`src/core/alu_pkg.sv`:
```
/*
 * shared types and constants of the accumulator datapath: opcodes,
 * flag layout, reset values and the adder function.
 * assumes the surrounding core decodes instructions into op_t.
 */
package alu_pkg;
    // ----------------------------------------
    // sizes and reset values
    // ----------------------------------------
    localparam int ADDR_W = 10;              // whole data memory, all sections
    localparam int BANK_W = 2;               // section select for plain ops
    localparam int PROG_W_DEF = 14;          // program memory word address
    localparam logic [7:0] ACC_RST = 8'h00;
    localparam logic [7:0] PTR_RST = 8'h00;
    localparam logic [7:0] CLR_VAL = 8'h00;  // cleared byte
    localparam logic [7:0] ONE_VAL = 8'h01;  // step of inc and dec
    localparam logic [7:0] ADJ_LO = 8'h06;   // decimal low nibble step
    localparam logic [7:0] ADJ_HI = 8'h60;   // decimal high nibble step
    localparam logic [3:0] NIB_MAX = 4'h9;   // largest decimal digit
    // ----------------------------------------
    // operations
    // ----------------------------------------
    typedef enum logic [4:0] {
        op_nop, subtract_into_mem, subtract_imm, nibble_exchange_mem,
        nibble_exchange_to_acc, skip_on_zero_mem, skip_zero_copy_to_acc,
        skip_on_bit_zero, table_read_paged, table_read_last_page,
        table_read_preinc_paged, table_read_preinc_last_page,
        xor_to_acc, xor_into_mem, xor_imm, ext_add_carry_to_acc,
        ext_add_carry_into_mem, ext_sum_to_acc, ext_sum_into_mem,
        ext_and_to_acc, ext_and_into_mem, ext_zero_mem, ext_zero_bit,
        ext_invert_mem, ext_invert_to_acc, ext_decimal_adjust,
        ext_decrement_mem, ext_decrement_to_acc, ext_increment_mem,
        ext_increment_to_acc
    } op_t;
    typedef struct packed {
        op_t op;                    // operation to run
        logic [7:0] imm;            // constant from the instruction word
        logic [2:0] bit_sel;        // selected bit
        logic [ADDR_W-1:0] addr;    // byte address
    } instr_t;
    typedef struct packed {
        logic sign_wrap_flag;
        logic z;
        logic aux_carry_flag;
        logic c;
        logic signed_carry_flag;
        logic chained_zero_flag;
    } flags_t;
    localparam flags_t FLAGS_RST = '0;
    typedef struct packed {
        logic [7:0] res;
        logic c;
        logic ac;
        logic ov;
        logic sc;
    } alu_res_t;
    // ----------------------------------------
    // 8-bit adder with flags, result wraps modulo 256
    // ----------------------------------------
    function automatic alu_res_t add8(input logic [7:0] a, input logic [7:0] b,
                                      input logic cin);
        alu_res_t r;
        logic [8:0] s;
        logic [4:0] n;
        s = {1'b0, a} + {1'b0, b} + {8'h00, cin};
        n = {1'b0, a[3:0]} + {1'b0, b[3:0]} + {4'h0, cin};
        r.res = s[7:0];
        r.c = s[8];
        r.ac = n[4];
        r.ov = (a[7] == b[7]) && (s[7] != a[7]);
        r.sc = r.ov ^ s[7];   // true sign of the unbounded result
        return r;
    endfunction
endpackage

```
`src/core/acc_alu.sv`:
```
/*
 * accumulator datapath of the core: executes one decoded operation
 * per accepted request, keeps accumulator, flags and table pointers.
 * assumes the core presents the addressed byte on mem_rdata in the
 * same cycle as the request, returns prog_word for prog_addr in the
 * same cycle it is driven, and inserts a dummy cycle on skip.
 */
// Function
// - subtract into memory, six flags updated
// - subtraction carry is not-borrow
// - subtract constant into accumulator, six flags
// - nibble exchange in memory, flags kept
// - nibble exchange into accumulator, memory kept
// - zero byte written back, skips next
// - copy byte to accumulator, skip if zero
// - skip when selected bit is zero
// - paged table read splits word
// - last page table read by low pointer
// - increment low pointer then paged read
// - increment low pointer then last-page read
// - exclusive-or updates zero flag only
// - extended ops reach every memory section
// - add with carry, chained-zero kept
// - add without carry, five flags
// - and updates zero flag only
// - clear byte or bit, no flags
// - complement to memory or accumulator, zero flag
// - decimal adjust adds 00/06/60/66 into memory
// - decimal adjust touches carry only
// - increment or decrement, zero flag
`timescale 1ns/1ps
module acc_alu #(
    parameter int PROG_W = alu_pkg::PROG_W_DEF
) (
    // clock and reset
    input wire logic clk,
    input wire logic rst,
    // request from the sequencer
    input wire logic op_valid,
    input wire alu_pkg::instr_t instr,
    input wire logic [alu_pkg::BANK_W-1:0] bank_sel,
    output logic busy,
    output logic skip,
    // data memory
    input wire logic [7:0] mem_rdata,
    output logic mem_we,
    output logic [alu_pkg::ADDR_W-1:0] mem_addr,
    output logic [7:0] mem_wdata,
    // program memory for table reads
    output logic [PROG_W-1:0] prog_addr,
    input wire logic [15:0] prog_word,
    // table pointer loads from software
    input wire logic ptr_low_we,
    input wire logic ptr_high_we,
    input wire logic [7:0] ptr_wdata,
    // state seen by the core
    output logic [7:0] acc,
    output alu_pkg::flags_t flags,
    output logic [7:0] table_ptr_low,
    output logic [7:0] table_ptr_high,
    output logic [7:0] table_read_high_byte
);
    import alu_pkg::*;

    // ----------------------------------------
    // elaboration check
    // ----------------------------------------
    // the pointer pair spans 16 bits; last page needs at least 9
    if (PROG_W < 9 || PROG_W > 16) begin : g_bad_prog_w
        $error("PROG_W must lie between 9 and 16");
    end

    typedef enum logic {st_idle, st_table} state_t;

    // ----------------------------------------
    // state
    // ----------------------------------------
    state_t state_reg, state_next;          // table read in flight
    logic [7:0] acc_reg, acc_next;
    flags_t flags_reg, flags_next;
    logic mem_we_reg, mem_we_next;          // one-cycle write strobe
    logic [ADDR_W-1:0] mem_addr_reg, mem_addr_next;
    logic [7:0] mem_wdata_reg, mem_wdata_next;
    logic skip_reg, skip_next;              // one-cycle skip request
    logic [PROG_W-1:0] prog_addr_reg, prog_addr_next;
    logic [7:0] ptr_lo_reg, ptr_lo_next;
    logic [7:0] ptr_hi_reg, ptr_hi_next;
    logic [7:0] table_read_high_byte_reg, table_read_high_byte_next;

    // ----------------------------------------
    // combinational helpers
    // ----------------------------------------
    logic go;                 // request accepted this cycle
    logic [ADDR_W-1:0] eff_addr;
    logic [7:0] m;            // addressed byte
    alu_res_t sub_r, add_r, adc_r;
    logic [7:0] ptr_inc;
    logic [7:0] adj;
    logic [8:0] daa_sum;

    assign go = op_valid && (state_reg == st_idle);
    assign m = mem_rdata;
    assign ptr_inc = ptr_lo_reg + ONE_VAL;
    // subtraction is addition of the inverse plus one, so carry out
    // reads as not-borrow without a separate comparator
    assign sub_r = add8(acc_reg, ~((instr.op == subtract_imm) ? instr.imm : m),
                        1'b1);
    assign add_r = add8(acc_reg, m, 1'b0);
    assign adc_r = add8(acc_reg, m, flags_reg.c);

    // extended ops take the full address, plain ops the current section
    always_comb begin
        eff_addr = {bank_sel, instr.addr[7:0]};
        if (instr.op >= ext_add_carry_to_acc) begin
            eff_addr = instr.addr;
        end
    end

    // decimal adjust step chosen per nibble
    always_comb begin
        adj = 8'h00;
        if (acc_reg[3:0] > NIB_MAX || flags_reg.aux_carry_flag) begin
            adj = adj | ADJ_LO;
        end
        if (acc_reg[7:4] > NIB_MAX || flags_reg.c) begin
            adj = adj | ADJ_HI;
        end
        daa_sum = {1'b0, acc_reg} + {1'b0, adj};
    end

    // ----------------------------------------
    // next-state logic
    // ----------------------------------------
    always_comb begin
        state_next = state_reg;
        acc_next = acc_reg;
        flags_next = flags_reg;
        mem_we_next = 1'b0;
        mem_addr_next = mem_addr_reg;
        mem_wdata_next = mem_wdata_reg;
        skip_next = 1'b0;
        prog_addr_next = prog_addr_reg;
        ptr_lo_next = ptr_lo_reg;
        ptr_hi_next = ptr_hi_reg;
        table_read_high_byte_next = table_read_high_byte_reg;
        // software pointer loads; an instruction's increment wins below
        if (ptr_low_we) begin
            ptr_lo_next = ptr_wdata;
        end
        if (ptr_high_we) begin
            ptr_hi_next = ptr_wdata;
        end
        if (state_reg == st_table) begin
            // second cycle: program word has arrived
            mem_we_next = 1'b1;
            mem_wdata_next = prog_word[7:0];
            table_read_high_byte_next = prog_word[15:8];
            state_next = st_idle;
        end else if (go) begin
            mem_addr_next = eff_addr;
            unique case (instr.op)
                subtract_into_mem: begin
                    mem_we_next = 1'b1;
                    mem_wdata_next = sub_r.res;
                    flags_next = '{sub_r.ov, sub_r.res == 8'h00, sub_r.ac,
                                   sub_r.c, sub_r.sc, sub_r.res == 8'h00};
                end
                subtract_imm: begin
                    acc_next = sub_r.res;
                    flags_next = '{sub_r.ov, sub_r.res == 8'h00, sub_r.ac,
                                   sub_r.c, sub_r.sc, sub_r.res == 8'h00};
                end
                nibble_exchange_mem: begin
                    mem_we_next = 1'b1;
                    mem_wdata_next = {m[3:0], m[7:4]};
                end
                nibble_exchange_to_acc: begin
                    acc_next = {m[3:0], m[7:4]};
                end
                skip_on_zero_mem: begin
                    // value read out is written back unchanged
                    mem_we_next = 1'b1;
                    mem_wdata_next = m;
                    skip_next = (m == 8'h00);
                end
                skip_zero_copy_to_acc: begin
                    acc_next = m;
                    skip_next = (m == 8'h00);
                end
                skip_on_bit_zero: begin
                    skip_next = !m[instr.bit_sel];
                end
                table_read_paged: begin
                    prog_addr_next = PROG_W'({ptr_hi_reg, ptr_lo_reg});
                    state_next = st_table;
                end
                table_read_last_page: begin
                    prog_addr_next = {{(PROG_W-8){1'b1}}, ptr_lo_reg};
                    state_next = st_table;
                end
                table_read_preinc_paged: begin
                    ptr_lo_next = ptr_inc;
                    prog_addr_next = PROG_W'({ptr_hi_reg, ptr_inc});
                    state_next = st_table;
                end
                table_read_preinc_last_page: begin
                    ptr_lo_next = ptr_inc;
                    prog_addr_next = {{(PROG_W-8){1'b1}}, ptr_inc};
                    state_next = st_table;
                end
                xor_to_acc, xor_imm: begin
                    acc_next = acc_reg ^ ((instr.op == xor_imm) ? instr.imm : m);
                    flags_next.z = (acc_next == 8'h00);
                end
                xor_into_mem: begin
                    mem_we_next = 1'b1;
                    mem_wdata_next = acc_reg ^ m;
                    flags_next.z = (mem_wdata_next == 8'h00);
                end
                ext_add_carry_to_acc, ext_add_carry_into_mem,
                ext_sum_to_acc, ext_sum_into_mem: begin
                    // chained-zero stays as it was
                    flags_next.sign_wrap_flag = (instr.op <= ext_add_carry_into_mem)
                        ? adc_r.ov : add_r.ov;
                    if (instr.op <= ext_add_carry_into_mem) begin
                        flags_next.aux_carry_flag = adc_r.ac;
                        flags_next.c = adc_r.c;
                        flags_next.signed_carry_flag = adc_r.sc;
                        flags_next.z = (adc_r.res == 8'h00);
                        acc_next = (instr.op == ext_add_carry_to_acc) ? adc_r.res : acc_reg;
                        mem_wdata_next = adc_r.res;
                    end else begin
                        flags_next.aux_carry_flag = add_r.ac;
                        flags_next.c = add_r.c;
                        flags_next.signed_carry_flag = add_r.sc;
                        flags_next.z = (add_r.res == 8'h00);
                        acc_next = (instr.op == ext_sum_to_acc) ? add_r.res : acc_reg;
                        mem_wdata_next = add_r.res;
                    end
                    mem_we_next = (instr.op == ext_add_carry_into_mem)
                        || (instr.op == ext_sum_into_mem);
                end
                ext_and_to_acc: begin
                    acc_next = acc_reg & m;
                    flags_next.z = (acc_next == 8'h00);
                end
                ext_and_into_mem: begin
                    mem_we_next = 1'b1;
                    mem_wdata_next = acc_reg & m;
                    flags_next.z = (mem_wdata_next == 8'h00);
                end
                ext_zero_mem: begin
                    mem_we_next = 1'b1;
                    mem_wdata_next = CLR_VAL;
                end
                ext_zero_bit: begin
                    mem_we_next = 1'b1;
                    mem_wdata_next = m & ~(ONE_VAL << instr.bit_sel);
                end
                ext_invert_mem: begin
                    mem_we_next = 1'b1;
                    mem_wdata_next = ~m;
                    flags_next.z = (m == 8'hFF);
                end
                ext_invert_to_acc: begin
                    acc_next = ~m;
                    flags_next.z = (m == 8'hFF);
                end
                ext_decimal_adjust: begin
                    // carry only ever sets, so a multi-byte sum keeps it
                    mem_we_next = 1'b1;
                    mem_wdata_next = daa_sum[7:0];
                    flags_next.c = flags_reg.c | daa_sum[8];
                end
                ext_decrement_mem, ext_decrement_to_acc,
                ext_increment_mem, ext_increment_to_acc: begin
                    mem_wdata_next = (instr.op <= ext_decrement_to_acc)
                        ? m - ONE_VAL : m + ONE_VAL;
                    mem_we_next = (instr.op == ext_decrement_mem)
                        || (instr.op == ext_increment_mem);
                    if (!mem_we_next) begin
                        acc_next = mem_wdata_next;
                        mem_wdata_next = mem_wdata_reg;
                    end
                    flags_next.z = (mem_we_next ? mem_wdata_next : acc_next) == 8'h00;
                end
                default: begin
                    // op_nop leaves everything but mem_addr, mem_we and skip as it stands
                end
            endcase
        end
    end

    // ----------------------------------------
    // registers
    // ----------------------------------------
    always_ff @(posedge clk) begin
        if (rst) begin
            state_reg <= st_idle;
            acc_reg <= ACC_RST;
            flags_reg <= FLAGS_RST;
            mem_we_reg <= 1'b0;
            mem_addr_reg <= '0;
            mem_wdata_reg <= CLR_VAL;
            skip_reg <= 1'b0;
            prog_addr_reg <= '0;
            ptr_lo_reg <= PTR_RST;
            ptr_hi_reg <= PTR_RST;
            table_read_high_byte_reg <= CLR_VAL;
        end else begin
            state_reg <= state_next;
            acc_reg <= acc_next;
            flags_reg <= flags_next;
            mem_we_reg <= mem_we_next;
            mem_addr_reg <= mem_addr_next;
            mem_wdata_reg <= mem_wdata_next;
            skip_reg <= skip_next;
            prog_addr_reg <= prog_addr_next;
            ptr_lo_reg <= ptr_lo_next;
            ptr_hi_reg <= ptr_hi_next;
            table_read_high_byte_reg <= table_read_high_byte_next;
        end
    end

    assign busy = (state_reg == st_table);
    assign skip = skip_reg;
    assign mem_we = mem_we_reg;
    assign mem_addr = mem_addr_reg;
    assign mem_wdata = mem_wdata_reg;
    assign prog_addr = prog_addr_reg;
    assign acc = acc_reg;
    assign flags = flags_reg;
    assign table_ptr_low = ptr_lo_reg;
    assign table_ptr_high = ptr_hi_reg;
    assign table_read_high_byte = table_read_high_byte_reg;

    // ----------------------------------------
    // assertions
    // ----------------------------------------
    property p_sub_mem;
        @(posedge clk) disable iff (rst)
        go && instr.op == subtract_into_mem |=> mem_we_reg
            && mem_wdata_reg == 8'($past(acc_reg) - $past(mem_rdata));
    endproperty
    a_sub_mem: assert property (p_sub_mem) else $error("subtract to memory wrong");
    property p_sub_carry;
        @(posedge clk) disable iff (rst)
        go && instr.op == subtract_imm |=> flags_reg.c == ($past(acc_reg) >= $past(instr.imm));
    endproperty
    a_sub_carry: assert property (p_sub_carry) else $error("borrow flag wrong");
    property p_swap;
        @(posedge clk) disable iff (rst)
        go && instr.op == nibble_exchange_mem |=> mem_we_reg
            && mem_wdata_reg == {$past(mem_rdata[3:0]), $past(mem_rdata[7:4])} && $stable(flags_reg);
    endproperty
    a_swap: assert property (p_swap) else $error("nibble exchange wrong");
    property p_nibble_exchange_to_acc;
        @(posedge clk) disable iff (rst)
        go && instr.op == nibble_exchange_to_acc |=> !mem_we_reg
            && acc_reg == {$past(mem_rdata[3:0]), $past(mem_rdata[7:4])};
    endproperty
    a_nibble_exchange_to_acc: assert property (p_nibble_exchange_to_acc) else $error("exchange to acc wrong");
    property p_skip_zero;
        @(posedge clk) disable iff (rst)
        go && instr.op == skip_on_zero_mem |=> skip_reg == ($past(mem_rdata) == 8'h00)
            && mem_we_reg && mem_wdata_reg == $past(mem_rdata) ##1 ($past(go) || !skip_reg);
    endproperty
    a_skip_zero: assert property (p_skip_zero) else $error("skip on zero wrong");
    property p_table;
        @(posedge clk) disable iff (rst)
        go && instr.op == table_read_paged |=> busy && !mem_we_reg ##1 mem_we_reg
            && !busy && table_read_high_byte_reg == $past(prog_word[15:8]);
    endproperty
    a_table: assert property (p_table) else $error("table read wrong");
    property p_preinc;
        @(posedge clk) disable iff (rst)
        go && instr.op == table_read_preinc_paged |=> ptr_lo_reg == 8'($past(ptr_lo_reg) + 8'h01)
            && prog_addr_reg[7:0] == ptr_lo_reg;
    endproperty
    a_preinc: assert property (p_preinc) else $error("pointer increment wrong");
    property p_xor_flags;
        @(posedge clk) disable iff (rst)
        go && instr.op == xor_to_acc |=> flags_reg.c == $past(flags_reg.c)
            && flags_reg.z == (acc_reg == 8'h00);
    endproperty
    a_xor_flags: assert property (p_xor_flags) else $error("xor flags wrong");
    property p_clear;
        @(posedge clk) disable iff (rst)
        go && instr.op == ext_zero_mem |=> mem_we_reg && mem_wdata_reg == 8'h00 && $stable(flags_reg);
    endproperty
    a_clear: assert property (p_clear) else $error("clear wrong");
    property p_inc_wrap;
        @(posedge clk) disable iff (rst)
        go && instr.op == ext_increment_to_acc && mem_rdata == 8'hFF |=> acc_reg == 8'h00
            && flags_reg.z && !mem_we_reg;
    endproperty
    a_inc_wrap: assert property (p_inc_wrap) else $error("increment wrap wrong");
endmodule

```
`config.mk`:
```
export PLATFORM = sky130hd
export DESIGN_NAME = acc_alu
export DESIGN_NICKNAME = d
export VERILOG_FILES = /design/src/core/alu_pkg.sv /design/src/core/acc_alu.sv
export SDC_FILE = /design/constraint.sdc
export NUM_CORES = 1
export LEC_CHECK = 0
export ABC_CLOCK_PERIOD_IN_PS = 2950
export BUFFER_PORTS_ARGS = -buffer_cell sky130_fd_sc_hd__clkbuf_2
export CAP_MARGIN = 30
export CORE_MARGIN = 2
export CORE_UTILIZATION = 51
export CTS_CLUSTER_DIAMETER = 80
export DETAILED_ROUTE_END_ITERATION = 10
export PLACE_DENSITY_LB_ADDON = 0.15
export SLEW_MARGIN = 5
export SYNTH_ARGS = -nofsm -noshare
export SYNTH_HDL_FRONTEND = slang
export SYNTH_SLANG_ARGS = --single-unit
```
`constraint.sdc`:
```
create_clock -name clk -period 2.95 [get_ports clk]
set_input_delay 0 -clock clk [delete_from_list [all_inputs] [get_ports clk]]
set_output_delay 0 -clock clk [all_outputs]
set_load 0.01 [all_outputs]
```
; Word level (Yosys, flattened, before mapping)
; Cells that the tools add are included.
[op_classes]
order_cmp = 6
reduce_logical = 43
shifts = 1
addsub = 12
n_bitwise = 13
mux = 42
n_eq_ne = 37
[ops]
columns = operator, count
row1 = $mux 8, 22
row2 = $pmux 8 s11, 1
row3 = $eq 5x5->1 const B, 14
row4 = $logic_not 8->1, 8
row5 = $pmux 8 s8, 1
row6 = $pmux 14 s4, 1
row7 = $eq 5x4->1 const B, 8
row8 = $add 8x8->9, 3
row9 = $not 8->8, 3
row10 = $eq 5x3->1 const B, 4
row11 = $add 8x1->8 const B, 2
row12 = $and 8x8->8, 2
row13 = $xor 8x8->8, 2
row14 = $reduce_and 3->1, 5
row15 = $reduce_bool 12->1, 1
row16 = $reduce_or 2->1, 6
row17 = $reduce_or 4->1, 3
row18 = $add 4x4->5, 2
row19 = $eq 5x2->1 const B, 2
row20 = $le 5x5->1 const B, 2
row21 = $mux 10, 1
row22 = $add 9x1->9, 1
row23 = $add 9x1->9 const B, 1
row24 = $reduce_or 9->1, 1
row25 = 34 further kinds, 58
[totals]
output_inout_bits = 73
input_bits = 65
register_bits = 73

; Logic depth before layout (Yosys ltp)
; Gate-level depths: netlist of run 1.
[depth]
ltp_word = 9
mapped_depth = 17
mapped_depth_nobuf = 15

; Worst setup path after synthesis of run 1
; OpenSTA, ideal clock, no wires.
[synth_timing]
path_kind = input-to-reg
startpoint = input port instr[24] (netlist bit)
endpoint = register flags_reg (netlist bit flags[4])
stages = 16
setup_time_ns = 0.074
slack_ns = -0.146
t_arrival_ns = 3.022
cell_sequence = buf_2 buf_4 buf_2 nor2_1 nand2_1 mux2_2 ha_1 inv_1 fa_1 a211oi_1 nor2_1 xor2_1 nor4_1 nand4b_1 a21o_2 a31oi_1
[synth_between]
elab_chain_len = 9
word_cells_on_any_way = 49
cone_classes = add/sub (2) / order compare (2) / eq/ne (17) / mux (14) / bitwise (2) / reduce/logical (12)
[synth_lines]
columns = element, line
row1 = from (decl), acc_alu.sv:40  ; input wire alu_pkg::instr_t instr,
row2 = branches (longest 9 deep; another with $add 8x8->9), --
row3 = to (signal assigned), acc_alu.sv:313  ; flags_reg <= flags_next;
row4 = to (decl), acc_alu.sv:80  ; flags_t flags_reg, flags_next;
; Several ways; the timed one is not identified. The select of a mux whose other input is x is not followed.
; A chain may end at the register's enable or synchronous reset.

; Final worst setup path of run 1
[layout_timing]
startpoint = register acc_reg[0] (netlist: acc[0])
endpoint = register flags_reg (netlist bit flags[4])
[layout_between]
elab_chain_len = 7
word_cells_on_any_way = 21
cone_classes = add/sub (4) / mux (7) / bitwise (3) / reduce/logical (7)
[layout_lines]
columns = element, line
row1 = from (decl), acc_alu.sv:79  ; logic [7:0] acc_reg, acc_next;
row2 = from (signal assigned), acc_alu.sv:312  ; acc_reg <= acc_next;
row3 = branches (longest 6 deep; another with $add 8x8->9), --
row4 = $pmux 1 s7 *, acc_alu.sv:161  ; unique case (instr.op)
; Mark *: on every way between the ends. The select of a mux whose other input is x is not followed.

==> results.cfg, run 1 <==
[route]
m1WireLength_um = 10800
maxUsedRoutingLayer = met4
wl_per_cell_um = 21.8
route.met3.wl_um = 2570
first_pass_iters = 6
drcViolationCount = 0
drt_iter0_drc = 871
final_antenna_net_count = 0
routed_wl_um = 26900
vias_per_cell = 6.40
dr_wl_met2_um = 12000
via_count = 7910

[critical_path]
critPathLaunchType = flip-flop
cp_max_fo = 6
worst-endpoint-arrival_ns = 3.14
required_ns = 3.23
crit_path_end_kind = flip-flop
path_class = reg2reg

[die]
ios = 138
start_util_pct = 52.2
num_rows = 41
die_height_um = 118
core_area_mm2 = 0.0126
die_x_um = 118
die-area_mm2 = 0.0138

[synthesis]
synth_nets = 961
synthCells = 862
synth_top_family_by_area = compound AO/OA/AOI/OAI gates
ys_types = 83
yosysWarningCount = 0
synthMuxAreaShare_pct = 6.95
synth_compound_area_share_pct = 26.0
synthesis.area_mm2 = 0.00659
synthXorXnorAreaFrac_pct = 6.87
synth_edf_count = 0
yosys.area_share.adder_pct = 6.91
async_reset_ff_share_pct = 0
yosys.area_share.simple_pct = 25.1
yosysSeqAreaShare_pct = 22.2
avgSynthCellArea_um2 = 7.65
ys_dominant_reg_cell = dfxtp_1
synth_seq_cells = 73

[final_layout]
fill_cells = 1109
drive_gt1_share_pct = 25.8
num_antenna_cells = 0
largest_register_ff_count = 14
final_cells = 1235
final_core_util_pct = 67.4
syn_to_final_growth_pct = 29.2
fin_area_mm2 = 0.00851
nets = 1157

[cts]
post-cts-setup-buffers = 0
cts_root_buf = clkbuf_16
path_clk_slew_ns = 0.06
cts.path.max_buffers = 2
cts.htree.levels = 3
tritoncts = yes
clock_sinks = 73
numCtsBuffers = 9
clkLatencyLatePin_ns = 0.35

[timing]
setup_viol = 0
period_needed_ns = 2.87
slew_violations = 0
slew-limit-headroom_pct = 43.7
fin_crit_sh_pct = 97.2
fmax_ghz = 0.349
worst_slew_pin_slew_ns = 0.841
final.setup.tns_ns = 0
hold_viol = 0
fin_worst_skew_ns = 0.0101

[flow_run]
maxCapViolations = 0

[global_routing]
grt_util_all_layers_pct = 38.0
grt_pass1_wl_um = 41400
grt_max_degree = 50
grt_pass1_vias = 7363
antenna_found_initial = 0
globalRouteOverflowTotal = 0

[power_and_ir_drop]
vdd_drop_max_mv = 0.260
power.density_mw_per_mm2 = 421
cellLeakagePower_nw = 3.62
p_total_mw = 3.58

[placement]
post-dp-hpwl_um = 19700
numPortBuffers = 137
dpl.cell_count = 1185
place.gp.congestion = 1.03
place_area_mm2 = 0.00783

[hold_path]
min_path_type = in2reg

[run_status]
status = completed
## cell usage in the layout, fill, tap and decap left out, types with 27 or more instances in the layout
| cell | count |
|---|---|
| clkbuf_2 | 137 |
| nor2_1 | 94 |
| nand2_1 | 86 |
| buf_4 | 77 |
| dfxtp_1 | 71 |
| a21oi_1 | 52 |
| o21ai_0 | 42 |
| mux2i_1 | 39 |
| dlygate4sd3_1 | 34 |
| ha_1 | 29 |
| xnor2_1 | 27 |
## logic make-up (layout without fill, tap and decap cells)
kind of cell    Yosys count  count (layout)
simple gates            329             329
compound gates          244             244
mux                      43              43
flops                    73              73
fa+ha+maj                34              34
buf+inv                  91             292
xor+xnor                 48              48
## routing by layer
metal / vias to the layer above / track usage, %
li1: 3598 / -
met1: 3669 / 48.9
met2: 518 / 59.6
met3: 125 / 7.90
met4: 0 / 20.5
met5: - / 0
## through the flow
step,setup slack (ns),hold WS [ns]
floorplan,0.00258,0.136
global placement,-0.106,0.227
detailed placement,-0.0767,0.231
CTS,0.0625,0.00745
global route,-0.0499,0.0159
finish,0.0817,0.0106
## cell type report
class                           count  area (µm²)  area share, %
Sequential cell                    73        1460           17.2
Clock buffer                        9         225           2.65
Tap cell                          172         215           2.53
Clock inverter                      7        78.8          0.926
Multi-Input combinational cell    698        4790           56.2
Inverter                           26        97.6           1.15
Timing Repair Buffer              250        1640           19.3
## Yosys cell counts, types with 6 or more instances
master / n / area share [%]
or3_1: 9 / 0.85
nand3b_1: 7 / 0.80
o211ai_1: 14 / 1.6
xnor2_1: 28 / 3.7
clkbuf_1: 38 / 2.2
a22oi_1: 12 / 1.4
nor2b_1: 13 / 1.2
nand4_1: 8 / 0.76
buf_2: 12 / 0.91
and3_1: 8 / 0.76
a221oi_1: 14 / 1.9
dfxtp_1: 73 / 22
mux2i_1: 39 / 5.9
a21o_1: 6 / 0.68
a31oi_1: 6 / 0.57
nor3_1: 23 / 1.7
a21oi_1: 53 / 4.0
nand2b_1: 9 / 0.85
nor4_1: 14 / 1.3
o21ai_0: 43 / 3.3
a211oi_1: 22 / 2.5
xor2_1: 18 / 2.4
a221o_1: 6 / 0.91
a311oi_1: 6 / 0.80
nor3b_1: 14 / 1.6
nand3_1: 14 / 1.1
nand2_1: 87 / 5.0
buf_1: 8 / 0.46
inv_1: 25 / 1.4
nor2_1: 94 / 5.4
ha_1: 30 / 5.7
## timing repair
action	in CTS	in global routing
resized for setup	2	11
setup endpoints to repair	1	10
hold buffers	34	0
endpoints found under the hold margin	38	0
## critical path, stage by stage (launching register included)
cell and delay (ns):
dfxtp_1 0.31, ha_1 0.19, inv_1 0.07, fa_2 0.26
and2b_2 0.26, o22a_4 0.26, xnor2_4 0.17, or4_1 0.49
a211o_1 0.28, a211oi_2 0.21, o21ai_1 0.10, a31oi_1 0.19
## report_power, final
group,leakage [nW],switching (mW),internal (mW)
registers,0.598,0.0554,1.04
logic,2.88,0.780,0.555
clock network,0.144,0.485,0.664
total,3.62,1.32,2.26
## final timing paths
kind / end / cells after the start / slack [ns] / from
min reg2reg: mem_addr[6] / 2 / 0.47 / mem_addr[6]
min: mem_we / 3 / 0.01 / op_valid
max reg2reg: flags[4] / 11 / 0.08 / acc[0]
max: flags[4] / 11 / 0.08 / acc[0]
(Power assumes the default switching activity.)
==> inputs of run 2 (changes only) <==
--- a/config.mk
+++ b/config.mk
@@ -6,12 +6,12 @@
 export NUM_CORES = 1
 export LEC_CHECK = 0
 export ABC_CLOCK_PERIOD_IN_PS = 2950
-export BUFFER_PORTS_ARGS = -buffer_cell sky130_fd_sc_hd__clkbuf_2
 export CAP_MARGIN = 30
 export CORE_MARGIN = 2
-export CORE_UTILIZATION = 51
-export CTS_CLUSTER_DIAMETER = 80
+export CORE_UTILIZATION = 59
+export CTS_CLUSTER_DIAMETER = 40
 export DETAILED_ROUTE_END_ITERATION = 10
+export DONT_BUFFER_PORTS = 1
 export PLACE_DENSITY_LB_ADDON = 0.15
 export SLEW_MARGIN = 5
 export SYNTH_ARGS = -nofsm -noshare
==> constraint.sdc (replaced) <==
create_clock -name clk -period 2.95 [get_ports clk]
set_input_delay 0.4425 -clock clk [delete_from_list [all_inputs] [get_ports clk]]
set_output_delay 0.4425 -clock clk [all_outputs]
set_load 0.01 [all_outputs]
==> run 2 against run 1 <==
Against the previous run:
- setup slack lost 0.052 ns
- combinational power shrank 16%
- die area shrank 13%
- worst hold slack gained 0.13 ns
- clock power shrank 22%
- sequential share of layout area grew 2.5 points
- critical path type unchanged
- largest power group is now registers
==> results.cfg, run 2 (synthesized netlist as in run 1, its figures left out) <==
[run_status]
status = completed

[final_layout]
num_antenna_cells = 0
multi_input_area_mm2 = 0.00488
fill_cells = 906
drive_gt1_share_pct = 16.8
final_cell_mix = 93 x nor2_1, 86 x nand2_1, 80 x buf_4, 70 x dfxtp_1, 53 x a21oi_1
fin_area_mm2 = 0.00744
largest_register_ff_count = 14
final_common_cell = nor2_1
nets = 987
syn_to_final_growth_pct = 12.9
final_core_util_pct = 68.3
regArea_mm2 = 0.00147

[power_and_ir_drop]
cellLeakagePower_nw = 2.88
vdd_drop_max_mv = 0.428
power.density_mw_per_mm2 = 422
p_total_mw = 3.14

[global_routing]
grt_pass1_wl_um = 38500
met2_usage_pct = 66.9
globalRouteOverflowTotal = 0
grtUsageMet1_pct = 53.3
grt_pass1_vias = 6912
top_usage_layer = met2
antenna_found_initial = 0
use_met3_pct = 12.4
grt_util_all_layers_pct = 42.9
grt_max_degree = 73

[critical_path]
cp-startpoint = acc[0]
required_ns = 3.19
cp_max_fo = 4
max_stage_delay_ns = 0.37
crit_chain = ha_2 -> inv_1 -> fa_2 -> and2b_2 -> o2111a_1 -> a311oi_2 -> nand4b_1 -> nor4_4 -> buf_4 -> xnor3_1 -> a32oi_1 -> a211oi_1
critPathLaunchType = flip-flop
path_class = reg2reg
timing.rr.start = acc[0]
cpMaxStageDelayCell = fa_2
worst-endpoint-arrival_ns = 3.16
crit_path_end_kind = flip-flop

[hold_path]
worstHoldStart = rst
min_path_type = in2reg

[cts]
ctsHoldBuffers = 0
cts_root_buf = clkbuf_8
clock_sinks = 73
clkLatencyLatePin_ns = 0.36
tritoncts = yes
path_clk_slew_ns = 0.09
cts.htree.levels = 3
cts.path.max_buffers = 2
numCtsBuffers = 9

[route]
via_count = 7357
vias_per_cell = 7.12
routed_wl_um = 26500
wl_per_cell_um = 25.6
drcViolationCount = 0
first_pass_iters = 6
final_antenna_net_count = 0
drt_iter0_drc = 1278

[timing]
slew-limit-headroom_pct = 46.3
finalWorstSetupSlack_ns = 0.0295
period_needed_ns = 2.92
fmax_ghz = 0.342
fin_worst_skew_ns = 0.00657
setup_viol = 0
fin_crit_sh_pct = 99.0
worst_slew_pin_slew_ns = 0.799
hold_viol = 0
slew_violations = 0

[die]
die_height_um = 110
start_util_pct = 60.5
die_x_um = 110
num_rows = 38
die-area_mm2 = 0.0120
core_area_mm2 = 0.0109
ios = 138

[placement]
post-dp-hpwl_um = 20000
dpl_worst_slack_ns = -0.312
place_area_mm2 = 0.00713
numPortBuffers = 0
place.gp.congestion = 1.10

[flow_run]
maxCapViolations = 0
==> run 2: changes by cell type in the layout (fill, tap and decap cells not counted), sizes merged <==
cell and change:
buf +1, dlygate4sd3 -34, inv +1, bufinv +1
clkbuf -137, clkinvlp -2
==> run 2: layout make-up <==
class / count / share of cell area (%)
multi-input cells: 698 / 65.5
well taps: 140 / 2.35
inverters: 26 / 1.31
flip-flops and latches: 73 / 19.7
repair buffers: 80 / 8.07
clock inverters: 7 / 1.35
clock buffers: 9 / 1.66
==> run 2: worst max-delay path, delay by kind of cell (launching register included) <==
kind | cells | cell delay (ns)
buffers and inverters | 2 | 0.22
AND/OR/NAND/NOR | 3 | 0.91
XOR/XNOR | 1 | 0.20
flip-flops | 1 | 0.34
adder cells (fa/ha/maj) | 2 | 0.54
AO/OA/AOI/OAI | 4 | 0.58
==> run 2: power breakdown <==
group	total (mW)	internal [mW]	switching, mW
clock network	0.901	0.485	0.416
registers	1.12	1.04	0.0814
logic	1.12	0.473	0.645
total	3.14	2.00	1.14
==> run 2: layer usage <==
metal / routed length [µm] / part of all wire (%) / up-vias
met5: 64 / 0.24 / -
met4: 1470 / 5.6 / 2
met3: 3170 / 12 / 122
met2: 11800 / 45 / 539
met1: 9900 / 37 / 3445
li1: - / - / 3249
==> run 2: worst paths after layout <==
path | end | slack (ns) | cells after the start
hold reg to reg | mem_addr[7] | 0.51 | 2
setup reg to reg | flags[5] | 0.03 | 12
setup / recovery | flags[5] | 0.03 | 12
hold / removal | acc[0] | 0.14 | 1
==> run 2: metrics by stage <==
stage	instances	setup TNS (ns)	hold WS (ns)
after floorplan	862	-0.244	0.476
after global placement	1013	-0.789	0.487
after detailed placement	1013	-1.30	0.500
after CTS	1029	0	0.128
after global routing	1033	-0.241	0.126
final	1033	0	0.142
==> run 2: repair_timing <==
action | 4_1_cts | 5_1_grt
gates resized for setup | 4 | 12
endpoints found under the setup margin | 2 | 6
setup buffers | 0 | 4
pin swaps | 0 | 5
